[src/core/aats_pkg.sv]
package aats_pkg;

    // trigger selector codes
    localparam logic [4:0] SEL_OFF       = 5'h00;
    localparam logic [4:0] SEL_PIN       = 5'h01;
    localparam logic [4:0] SEL_TMR_ZERO  = 5'h02;
    localparam logic [4:0] SEL_TMR_ONE   = 5'h03;
    localparam logic [4:0] SEL_TMR_TWO   = 5'h04;
    localparam logic [4:0] SEL_CCP_FIRST = 5'h05;
    localparam logic [4:0] SEL_CMP_ONE   = 5'h0C;
    localparam logic [4:0] SEL_CMP_TWO   = 5'h0D;
    localparam logic [4:0] SEL_PIN_CHG   = 5'h0E;
    localparam logic [4:0] SEL_CELL_ONE  = 5'h0F;
    localparam logic [4:0] SEL_LAST      = 5'h12;

    localparam int SEL_W      = 5;
    localparam int RES_W      = 10;   // 1024 steps
    localparam int SYNC_W     = 18;   // one lane per defined source code 0x01..0x12

    // conversion timing: clock period in ps, conversion time in ns, count in core clock cycles
    localparam int CLK_PERIOD_PS    = 4000;
    localparam int CONV_TIME_NS     = 2000;
    localparam int CONV_CYCLES      = (CONV_TIME_NS * 1000 + CLK_PERIOD_PS - 1) / CLK_PERIOD_PS;

    // hardware trigger sources, one bit each
    typedef struct packed {
        logic       logic_cell_four;
        logic       logic_cell_three;
        logic       logic_cell_two;
        logic       logic_cell_one;
        logic       pin_change_flag;
        logic       comparator_two_output;
        logic       comparator_one_output;
        logic       numeric_oscillator_one;
        logic       pulse_width_six;
        logic       pulse_width_five;
        logic       pulse_width_four;
        logic       pulse_width_three;
        logic       capture_compare_two;
        logic       capture_compare_one;
        logic       timer_two_match;
        logic       timer_one_overflow;
        logic       timer_zero_overflow;
        logic       trigger_pin_router;
    } aats_src_t;

    // software write strobe into the control bits
    typedef struct packed {
        logic       wr;
        logic       converter_on;
        logic       conversion_go_bit;
    } aats_ctl_t;

    typedef enum logic [1:0] {ST_IDLE, ST_CONVERT, ST_FINISH} aats_state_t;

endpackage

[src/core/aats_edge_sync.sv]
`timescale 1ns/100ps
// two-flop synchroniser followed by a rising-edge detector, per lane
module aats_edge_sync #(
    parameter int W = 18
) (
    input  wire logic         CORE_CLK,
    input  wire logic         RST_N,
    input  wire logic [W-1:0] din,
    output logic      [W-1:0] rise
);
    logic [W-1:0] meta_reg, meta_next;
    logic [W-1:0] sync_reg, sync_next;
    logic [W-1:0] last_reg, last_next;
    logic [W-1:0] rise_reg, rise_next;

    // meta feeds only the second stage; edge taken on synced copy
    always_comb begin
        meta_next = din;
        sync_next = meta_reg;
        last_next = sync_reg;
        rise_next = sync_reg & ~last_reg;
    end

    always_ff @(posedge CORE_CLK) begin
        if (!RST_N) begin
            meta_reg <= '0;
            sync_reg <= '0;
            last_reg <= '0;
            rise_reg <= '0;
        end else begin
            meta_reg <= meta_next;
            sync_reg <= sync_next;
            last_reg <= last_next;
            rise_reg <= rise_next;
        end
    end

    assign rise = rise_reg;
endmodule

[src/core/aats_sequencer.sv]
`timescale 1ns/100ps
// Operation
// - rising edge of the chosen source sets the go bit without software
// - codes 05-0B pick capture, pulse and oscillator; 0F-12 pick logic cells
// - code 00 disables hardware triggering completely
// - code 01 takes the routed trigger pin
// - codes 02 and 03 take timer zero and timer one overflow
// - code 04 takes the timer two postscaled period match
// - codes 0C and 0D take comparator one and two outputs
// - code 0E takes the pin change flag
// - hardware trigger has no effect during sleep
// - hold capacitor is never discharged at end of conversion
// - result has 1024 steps, ten bits wide
// - on completion clear go bit, set done flag, update result
// - go cannot be set by the same write that turns converter on
module aats_sequencer
    import aats_pkg::*;
#(
    parameter int CONV_CYC = CONV_CYCLES
) (
    input  wire logic                     CORE_CLK,
    input  wire logic                     RST_N,
    input  wire aats_pkg::aats_ctl_t      CTL,
    input  wire logic [aats_pkg::SEL_W-1:0] TRIGGER_SOURCE_SELECT,
    input  wire aats_pkg::aats_src_t      SRC,
    input  wire logic                     SLEEP,
    input  wire logic                     DONE_FLAG_CLR,
    input  wire logic [aats_pkg::RES_W-1:0] SAMPLE_IN,
    output logic                          CONVERTER_ON,
    output logic                          CONVERSION_GO_BIT,
    output logic                          CONVERSION_DONE_FLAG,
    output logic [aats_pkg::RES_W-1:0]    RESULT,
    output logic                          HOLD_DISCHARGE
);
    import aats_pkg::*;

    localparam int NSRC = $bits(aats_src_t);
    localparam int CW   = $clog2(CONV_CYC + 1);

    logic [NSRC-1:0]  src_rise;
    logic             hw_edge;
    logic             start;
    aats_state_t      state_reg, state_next;
    logic [CW-1:0]    cnt_reg, cnt_next;
    logic             on_reg, on_next;
    logic             go_reg, go_next;
    logic             done_reg, done_next;
    logic [RES_W-1:0] res_reg, res_next;

    // map a selector code to a source lane; 0 and reserved give no lane
    function automatic logic pick(input logic [SEL_W-1:0] sel,
                                  input logic [NSRC-1:0] lanes);
        logic r;
        r = 1'b0;
        if (sel != SEL_OFF && sel <= SEL_LAST) begin
            r = lanes[5'(sel - SEL_PIN)];
        end
        return r;
    endfunction

    // every lane is synchronised so switching selector yields no false edge
    aats_edge_sync #(
        .W   (NSRC)
    ) u_sync (
        .CORE_CLK (CORE_CLK),
        .RST_N    (RST_N),
        .din      (SRC),
        .rise     (src_rise)
    );

    // lane order follows the code table: pin, timers, ccp, pwm, nco, cmp, ioc, clc
    assign hw_edge = pick(TRIGGER_SOURCE_SELECT, src_rise);

    // trigger suppressed in sleep and while converter is off
    assign start = ((hw_edge && !SLEEP) ||
                    (CTL.wr && CTL.conversion_go_bit && on_reg))
                   && on_reg && (state_reg == ST_IDLE);

    // conversion sequencer
    always_comb begin
        state_next = state_reg;
        cnt_next   = cnt_reg;
        on_next    = on_reg;
        go_next    = go_reg;
        done_next  = done_reg;
        res_next   = res_reg;
        if (CTL.wr) begin
            on_next = CTL.converter_on;
        end
        case (state_reg)
            ST_IDLE: begin
                if (start) begin
                    go_next    = 1'b1;
                    cnt_next   = CW'(CONV_CYC);
                    state_next = ST_CONVERT;
                end
            end
            ST_CONVERT: begin
                // turning the converter off aborts without a result
                if (CTL.wr && !CTL.converter_on) begin
                    go_next    = 1'b0;
                    state_next = ST_IDLE;
                end else if (cnt_reg <= CW'(1)) begin
                    state_next = ST_FINISH;
                end else begin
                    cnt_next = cnt_reg - CW'(1);
                end
            end
            ST_FINISH: begin
                go_next    = 1'b0;
                res_next   = SAMPLE_IN;
                state_next = ST_IDLE;
            end
            default: begin
                state_next = ST_IDLE;
            end
        endcase
        // set wins over a clear in the same cycle
        if (DONE_FLAG_CLR) begin
            done_next = 1'b0;
        end
        if (state_reg == ST_FINISH) begin
            done_next = 1'b1;
        end
    end

    always_ff @(posedge CORE_CLK) begin
        if (!RST_N) begin
            state_reg <= ST_IDLE;
            cnt_reg   <= '0;
            on_reg    <= 1'b0;
            go_reg    <= 1'b0;
            done_reg  <= 1'b0;
            res_reg   <= '0;
        end else begin
            state_reg <= state_next;
            cnt_reg   <= cnt_next;
            on_reg    <= on_next;
            go_reg    <= go_next;
            done_reg  <= done_next;
            res_reg   <= res_next;
        end
    end

    assign CONVERTER_ON         = on_reg;
    assign CONVERSION_GO_BIT    = go_reg;
    assign CONVERSION_DONE_FLAG = done_reg;
    assign RESULT               = res_reg;
    assign HOLD_DISCHARGE       = 1'b0;   // charge kept between conversions
endmodule

[config.mk]
export PLATFORM = sky130hd
export DESIGN_NAME = aats_sequencer
export DESIGN_NICKNAME = d
export VERILOG_FILES = /design/src/core/aats_pkg.sv /design/src/core/aats_edge_sync.sv /design/src/core/aats_sequencer.sv
export SDC_FILE = /design/constraint.sdc
export NUM_CORES = 1
export LEC_CHECK = 0
export BUFFER_PORTS_ARGS = -buffer_cell sky130_fd_sc_hd__buf_2
export CAP_MARGIN = 5
export CORE_UTILIZATION = 54
export DETAILED_ROUTE_END_ITERATION = 10
export PLACE_DENSITY = 0.75
export SLEW_MARGIN = 20
export SYNTH_ARGS = -nofsm -noshare
export SYNTH_HDL_FRONTEND = slang
export SYNTH_SLANG_ARGS = --single-unit
[constraint.sdc]
create_clock -name CORE_CLK -period 7.4 [get_ports CORE_CLK]
set_input_delay 1.48 -clock CORE_CLK [delete_from_list [all_inputs] [get_ports CORE_CLK]]
set_output_delay 1.48 -clock CORE_CLK [all_outputs]
set_load 0.02 [all_outputs]
-- Yosys cells after proc, flatten, opt, wreduce, memory -nomap -nowiden
Cells that the tools add are included.
- bits in registers: 96
- input port bits: 40
- logic and storage cells: 58
- add/sub/neg operators: 2
- $lt $le $gt $ge: 3
- eq/ne operators: 7
- multiplexer cells: 16
- bitwise operators: 2
- reduce and logical (&&, ||, !) cells: 18
- operators by type and width (cell ; number):
    9-bit 2-to-1 mux ; 3
    18-bit bitwise AND ; 1
    18-bit NOT ; 1
    9-bit case mux with 2 select lines ; 1
    9-bit by 1-bit less-or-equal comparator with 1-bit output, second input constant ; 1
    9-bit by 1-bit subtractor with 9-bit output, second input constant ; 1
    2-bit inequality test, second input constant ; 4
    1-bit logical AND ; 7
    5-bit by 6-bit less-than comparator with 1-bit output, second input constant ; 1
    1-bit 2-to-1 mux ; 6
    2-bit 2-to-1 mux ; 3
    1-bit binary-select mux with 5-bit select ; 1
    5-bit less-or-equal comparator, second input constant ; 1
    5-bit nonzero test ; 1
    5-bit by 1-bit subtractor with 5-bit output, second input constant ; 1
    2-bit case mux with 2 select lines ; 1
    4-bit AND reduction ; 1
    2-bit nonzero test ; 2
    3-bit inequality test, second input constant ; 1
    1-bit case mux with 3 select lines ; 1
    3-bit AND reduction ; 1
    3-bit nonzero test ; 1
    2-bit by 1-bit == test with 1-bit output, second input constant ; 1
    2-bit == test, second input constant ; 1
    4 further kinds ; 5

-- Longest topological paths before layout
Gate-level depths: netlist (run 1).
- depth after elaboration: 10
- gate-level depth with buffers: 10
- gate-level depth less buffers: 8

-- Modules after synthesis
From an unflattened synthesis (run 1), not the netlist that was laid out.
- cell total of the unflattened synthesis: 323
- area total of the unflattened synthesis: 3575.9 µm²
- modules (own cells, without submodules) (module ; instances ; cells each ; area an instance (µm²) ; seq. area each (µm²)):
    aats_edge_sync ; 1 ; 151 ; 1998.2 ; 1441.4
    aats_sequencer ; 1 ; 172 ; 1577.8 ; 480.5

-- Worst setup path before layout (run 1)
Ideal clock, no wire load.
- kind: in2reg
- from: input port TRIGGER_SOURCE_SELECT[0] (netlist bit)
- to: register cnt_reg[2]
- setup time: 0.078 ns
- arrival time: 3.917 ns
- data required time: 7.322 ns
- setup slack: 3.405 ns
- stages on the path: 10
- path through: buf_2 inv_1 ha_1 buf_4 or3b_1 or4_4 a21oi_2 nand4_4 a2111o_1 a32oi_1
- cells in the longest elaborated chain, start to end: 10
- RTL lines (what ; line ; text):
    start: declaration ; aats_sequencer.sv:24 ; input wire logic [aats_pkg::SEL_W-1:0] TRIGGER_SOURCE_SELECT,
    5-bit by 1-bit subtractor with 5-bit output ; aats_sequencer.sv:56 ; r = lanes[5'(sel - SEL_PIN)];
    1-bit binary-select mux with 5-bit select ; aats_sequencer.sv:56 ;
    1-bit 2-to-1 mux (implied by the code) ; aats_sequencer.sv:56 ;
    1-bit 2-to-1 mux * ; aats_sequencer.sv:55 ; if (sel != SEL_OFF && sel <= SEL_LAST) begin
    1-bit logical AND * ; aats_sequencer.sv:75 ; assign start = ((hw_edge && !SLEEP) ||
    1-bit logical OR * ; aats_sequencer.sv:75 ;
    1-bit logical AND * (2 in series) ; aats_sequencer.sv:77 ; && on_reg && (state_reg == ST_IDLE);
    2-bit inequality test (no line) * ; n/a ;
    4-bit AND reduction (no line) * ; n/a ;
    end signal: assignment ; aats_sequencer.sv:137 ; cnt_reg <= cnt_next;
    end: declaration ; aats_sequencer.sv:44 ; logic [CW-1:0] cnt_reg, cnt_next;
Every way passes the cells marked *; elsewhere a longest branch is shown, timed or not. The select of a mux whose other input is x is not followed.
A chain may end at the register's enable or synchronous reset.

-- Worst setup path after layout (run 1)
Same ends and word-level chain as after synthesis.

==> results of run 1 <==
[power by group through the flow]
| stage | Combinational, uW | Sequential, uW | Clock [uW] |
|---|---|---|---|
| finish | 326 | 595 | 387 |
| global placement | 316 | 604 | 0 |
| global route | 362 | 601 | 420 |
| floorplan | 234 | 617 | 0 |
| CTS | 323 | 594 | 397 |
| detailed placement | 320 | 606 | 0 |
[area by class of cell]
type	count	area, sq um	area share [%]
sequential	96	1922	46.63
timing repair buffer	53	267.8	6.497
inverter	13	48.80	1.184
clock inverter	5	87.58	2.125
clock buffer	11	151.4	3.673
tap	77	96.34	2.338
multi-input combinational	216	1548	37.55
[worst max-delay path, cell delays in order]
cell	delay, ns
buf_2	0.21
inv_1	0.13
ha_1	0.44
or3b_1	0.37
or4_4	0.50
a21oi_2	0.19
nand4_4	0.19
a2111o_1	0.45
a32oi_1	0.16
[final timing paths]
kind | from | endpoint | slack (ns) | cells past startpoint
max | TRIGGER_SOURCE_SELECT[0] | cnt_reg[2] | 3.55 | 9
min | u_sync.last_reg[14] | u_sync.rise[14] | 0.38 | 1
max reg2reg | state_reg[1] | cnt_reg[7] | 4.87 | 8
min reg2reg | u_sync.last_reg[14] | u_sync.rise[14] | 0.38 | 1
[per-layer routing]
metal	GRT usage (%)	up-vias	wire, um
li1	-	1257	-
met1	22.56	1101	2713
met2	28.31	73	2685
met3	5.143	10	309
met4	8.166	0	95
met5	0	-	0
[synthesized netlist by cell type, types with 2 or more instances]
master     number  area, sq um
dfxtp_1        96         1922
and2_1         56        350.3
nor2_1         20        75.07
nor2b_1        19        118.9
mux2i_1        18        180.2
nand2_1        17        63.81
inv_1          12        45.04
clkbuf_1       10        37.54
ha_1            9        112.6
a21oi_1         7        35.03
nand3_1         5        25.02
o31ai_1         4        30.03
a211oi_1        3        22.52
a21oi_2         3        26.28
a31oi_1         3        18.77
buf_4           3        22.52
mux4_2          3        67.56
nand3b_1        3        22.52
nor3_1          3        15.01
o22ai_2         3        37.54
a2111o_1        2        22.52
a21o_1          2        15.01
a41oi_1         2        17.52
buf_2           2        10.01
mux2_2          2        22.52
nand2b_1        2        12.51
nor4_1          2        12.51
o2111ai_1       2        17.52
o211ai_1        2        15.01
o21ai_0         2        10.01
o22ai_1         2        12.51
or4_4           2        22.52
[cells by family after synthesis]
| family | count (synthesis) | synth area share (%) |
|---|---|---|
| adders and majority gates | 9 | 3.125 |
| buffers and inverters | 30 | 3.715 |
| and+or+nand+nor | 135 | 21.53 |
| muxes | 23 | 7.500 |
| DFF | 96 | 53.33 |
| xor gates and xnor gates | 1 | 0.2431 |
| other | 1 | 0.1041 |
| AOI/OAI and AO/OA | 47 | 10.45 |
[per-stage QoR]
step / total power [uW] / cells
detailed placement: 925.8 / 455
finish: 1307 / 471
floorplan: 850.4 / 342
CTS: 1314 / 471
global placement: 919.6 / 455
global route: 1382 / 471
==> results.json, run 1 <==
{
  "status": "completed",
  "grt_use_total_pct": 17.86,
  "gp_congestion": 0.8532,
  "vias": 2441,
  "coreArea_sq_um": 6386,
  "io_buffers": 52,
  "cp.required_ns": 7.67,
  "postSynthAreaPerCell_sq_um": 10.54,
  "power.internal_uw": 904.6,
  "grt_pass1_wl_mm": 10.07,
  "cts_setup_buffers": 0,
  "rsz0062_at_grt": "false",
  "die_area_sq_um": 7004,
  "cts.htree.levels": 3,
  "dp_hpwl_mm": 3.813,
  "area_growth_pct": 14.37,
  "pre_cts_ws_ns": 3.206,
  "rows": 29,
  "finalCritPeriodShare_pct": 52.06,
  "viasPerCell": 5.183,
  "p_seq_share_pct": 45.5,
  "tightest_slew_ns": 0.6247,
  "layout-drive-gt1-share_pct": 22.34,
  "clock-root-buffer": "clkbuf_8",
  "syn_inst": 342,
  "yosysSeqAreaShare_pct": 53.33,
  "antennaDiodeCount": 0,
  "hold_buffers": 0,
  "final_cell_mix": "dfxtp_1 (96), and2_1 (56), buf_2 (52)",
  "synth_ff_type": "dfxtp_1",
  "drtAntennaViolNets": 0,
  "worst_slack_ns": 3.547,
  "min_period_ns": 3.853,
  "drtIter0Drc": 81,
  "drc": 0,
  "grt_max_degree": 70,
  "fillers": 532,
  "power.ir.vdd_worst_mv": 0.1833,
  "cts_buffers": 9,
  "fin_tns_setup_ns": 0,
  "initial_core_util_pct": 56.43,
  "final.setup_skew_ns": 0.01084,
  "drtPass1Iterations": 4,
  "synth_area_sq_um": 3603,
  "final_cell_area_sq_um": 4121,
  "slew_viol_final": 0,
  "utilization_pct": 64.54,
  "ioPinCount": 54,
  "p_leak_uw": 0.001780,
  "layout_commonest_cell": "dfxtp_1",
  "critical_path.max_fanout": 9,
  "cts_sinks": 96,
  "clockPowerShare_pct": 29.6,
  "end_kind": "flop",
  "routedWlPerCell_um": 12.32,
  "ys_warn_count": 0,
  "whs_ns": 0.3777,
  "dieWidth_um": 83.69,
  "start_kind": "primary input",
  "overflow": 0,
  "async_flop_share_pct": 0,
  "max_freq_mhz": 259.6,
  "power_frac_comb_pct": 24.9,
  "first_global_vias": 2261,
  "switching_share_pct": 30.80,
  "synth_edf_count": 0,
  "power.density_nw_per_um2": 317.2,
  "clk_latency_ns": 0.35,
  "setup.worst_path.class": "in2reg",
  "cts.path.max_buffers": 2,
  "clkTransAtPathRegs_ns": 0.09,
  "die_height_um": 83.69,
  "syn_nets": 391,
  "ys_ff_latch": 96,
  "setup_viol": 0,
  "hold_path_class": "reg2reg",
  "p_switching_uw": 402.6,
  "cts_resized": 0,
  "cts_tree": "done",
  "drt_wl_total_mm": 5.803,
  "placed_area_sq_um": 3882,
  "antenna_found_initial": 0,
  "cap_viol_max_count": 0,
  "fin_nets": 438,
  "synth_cell_type_count": 53,
  "worstPathArrival_ns": 4.12,
  "slew-limit-headroom_pct": 58.36,
  "final_hold_viol_count": 0
}
Note: power is estimated with default switching activity, not from simulation.
==> run 2, diff against run 1 <==
--- a/config.mk
+++ b/config.mk
@@ -7,9 +7,9 @@
 export LEC_CHECK = 0
 export BUFFER_PORTS_ARGS = -buffer_cell sky130_fd_sc_hd__buf_2
 export CAP_MARGIN = 5
-export CORE_UTILIZATION = 54
+export CORE_UTILIZATION = 50
 export DETAILED_ROUTE_END_ITERATION = 10
-export PLACE_DENSITY = 0.75
+export PLACE_DENSITY = 0.73
 export SLEW_MARGIN = 20
 export SYNTH_ARGS = -nofsm -noshare
 export SYNTH_HDL_FRONTEND = slang
==> constraint.sdc (replaced) <==
create_clock -name CORE_CLK -period 3.5 [get_ports CORE_CLK]
set_input_delay 0.7 -clock CORE_CLK [delete_from_list [all_inputs] [get_ports CORE_CLK]]
set_output_delay 0.7 -clock CORE_CLK [all_outputs]
set_load 0.02 [all_outputs]
==> run 2 against run 1 <==
Sequential share of layout area grew 0.13 points. Via count is essentially flat. Register-to-register slack lost 3.9 ns. Setup slack lost 3.0 ns. Combinational power grew 110%. Core utilization shrank 4.7 points. Die area grew 7.8%. Sequential power grew 110%. Hold slack lost 0.0072 ns. Critical path depth grew 1. Power grew 100%.
==> results.json, run 2 (synthesized netlist as in run 1, its figures left out) <==
{
  "drt_wl_total_mm": 5.919,
  "drtAntennaViolNets": 0,
  "grt_max_degree": 69,
  "final.setup_skew_ns": 0.01292,
  "min_period_ns": 2.922,
  "ioPinCount": 54,
  "dp.cells": 476,
  "cts_sinks": 96,
  "layoutNonFillerInstCount": 492,
  "worst_slack_ns": 0.5777,
  "critical_path.max_stage_delay_ns": 0.57,
  "crit_start": "TRIGGER_SOURCE_SELECT[1]",
  "crit_family": "compound AO/OA/AOI/OAI gates",
  "routedWlPerCell_um": 12.03,
  "dp_hpwl_mm": 4.108,
  "finalCritPeriodShare_pct": 83.49,
  "rsz0062_at_grt": "false",
  "crit_slowest_cell": "or4_4",
  "p_leak_uw": 0.001764,
  "pre_cts_ws_ns": 0.2714,
  "hold_path_class": "reg2reg",
  "r2r_slack_ns": 0.96,
  "io_buffers": 52,
  "initial_core_util_pct": 52.46,
  "cts_tree": "done",
  "placed_area_sq_um": 3921,
  "start_kind": "primary input",
  "cap_viol_max_count": 0,
  "tightest_slew_ns": 0.6103,
  "antennaDiodeCount": 0,
  "cp.required_ns": 3.78,
  "slew-limit-headroom_pct": 59.31,
  "whs_ns": 0.3705,
  "worstPathArrival_ns": 3.20,
  "cts_setup_buffers": 0,
  "rows": 30,
  "drtIter0Drc": 89,
  "cts_buffers": 9,
  "end_kind": "flop",
  "cp-endpoint": "cnt_reg[7]",
  "cp_num_buf_inv": 3,
  "drc": 0,
  "layout_commonest_cell": "dfxtp_1",
  "reg2regPathDepth": 8,
  "setup_viol": 0,
  "grt_pass1_wl_mm": 9.991,
  "r2r-start": "state_reg[1]",
  "clkTransAtPathRegs_ns": 0.10,
  "setup.worst_path.class": "in2reg",
  "first_global_vias": 2239,
  "reg2reg_to": "cnt_reg[4]",
  "cts.path.max_buffers": 2,
  "drtPass1Iterations": 4,
  "coreArea_sq_um": 6869,
  "die_height_um": 86.90,
  "max_freq_mhz": 342.2,
  "cts_resized": 0,
  "grt_use_total_pct": 17.04,
  "gp_congestion": 0.7616,
  "power.density_nw_per_um2": 636.3,
  "status": "completed",
  "path_cells": "buf_2 -> inv_1 -> ha_1 -> buf_4 -> mux2i_1 -> mux2_2 -> o2111ai_1 -> o22ai_1 -> or4_4 -> o22ai_2",
  "fin_nets": 440,
  "hold_buffers": 0,
  "vias": 2440,
  "layout-drive-gt1-share_pct": 22.47,
  "overflow": 0,
  "final_hold_viol_count": 0,
  "clock-root-buffer": "clkbuf_8",
  "power.ir.vdd_worst_mv": 0.3243,
  "critical_path.max_fanout": 7,
  "viasPerCell": 4.959,
  "final_cell_area_sq_um": 4110,
  "final_cell_mix": "dfxtp_1 (96), and2_1 (56), buf_2 (52)",
  "slew_viol_final": 0,
  "die_area_sq_um": 7551,
  "cp.depth": 10,
  "clk_latency_ns": 0.35,
  "antenna_found_initial": 0,
  "fin_tns_setup_ns": 0,
  "area_growth_pct": 14.06,
  "dieWidth_um": 86.90,
  "cts.htree.levels": 3
}
## run 2: where the power goes
part           total (uW)  internal (uW)  switching, uW
sequential           1260           1190           61.5
combinational         691            273            419
clock                 668            276            392
total                2620           1740            872
## run 2: routing by layer
metal / wire [um] / vias to the layer above / GRT usage (%)
met1: 2869 / 1118 / 22.88
met5: 0 / - / 0
met4: 99 / 0 / 6.667
met3: 214 / 9 / 4.929
met2: 2736 / 54 / 25.91
li1: - / 1259 / -
## run 2: worst min-delay path by stage
| stage | slack, ns | from | depth (start not counted) | end |
|---|---|---|---|---|
| after floorplan | 0.37 | u_sync.last_reg[0] | 1 | u_sync.rise[0] |
| after global placement | 0.37 | u_sync.last_reg[13] | 1 | u_sync.rise[13] |
| after detailed placement | 0.37 | u_sync.last_reg[16] | 1 | u_sync.rise[16] |
| after CTS | 0.37 | u_sync.last_reg[16] | 1 | u_sync.rise[16] |
| after global routing | 0.37 | u_sync.last_reg[16] | 1 | u_sync.rise[16] |
| final | 0.37 | u_sync.last_reg[16] | 1 | u_sync.rise[16] |
## run 2: worst register-to-register path, delay by kind of cell, from the launching register on
| kind | cells | cell delay (ns) |
|---|---|---|
| flops | 1 | 0.34 |
| compound gates | 3 | 0.64 |
| fa+ha+maj | 1 | 0.49 |
| buf+inv | 2 | 0.22 |
| simple gates | 2 | 0.78 |
## run 2: final cells by class
cell class              count  area [sq um]
flip-flops and latches     96          1922
inverters                  13         48.80
clock buffers              10         127.6
multi-input cells         216          1548
repair buffers             55         282.8
well taps                  96         120.1
fillers                   591          2759
clock inverters             6         61.31
## run 2: through the flow
| step | util (%) | total power [uW] |
|---|---|---|
| after CTS | 59.84 | 2638 |
| final | 59.84 | 2615 |
| after detailed placement | 57.09 | 1966 |
| after global placement | 57.09 | 1956 |
| after floorplan | - | 1798 |
| after global routing | 59.84 | 2774 |
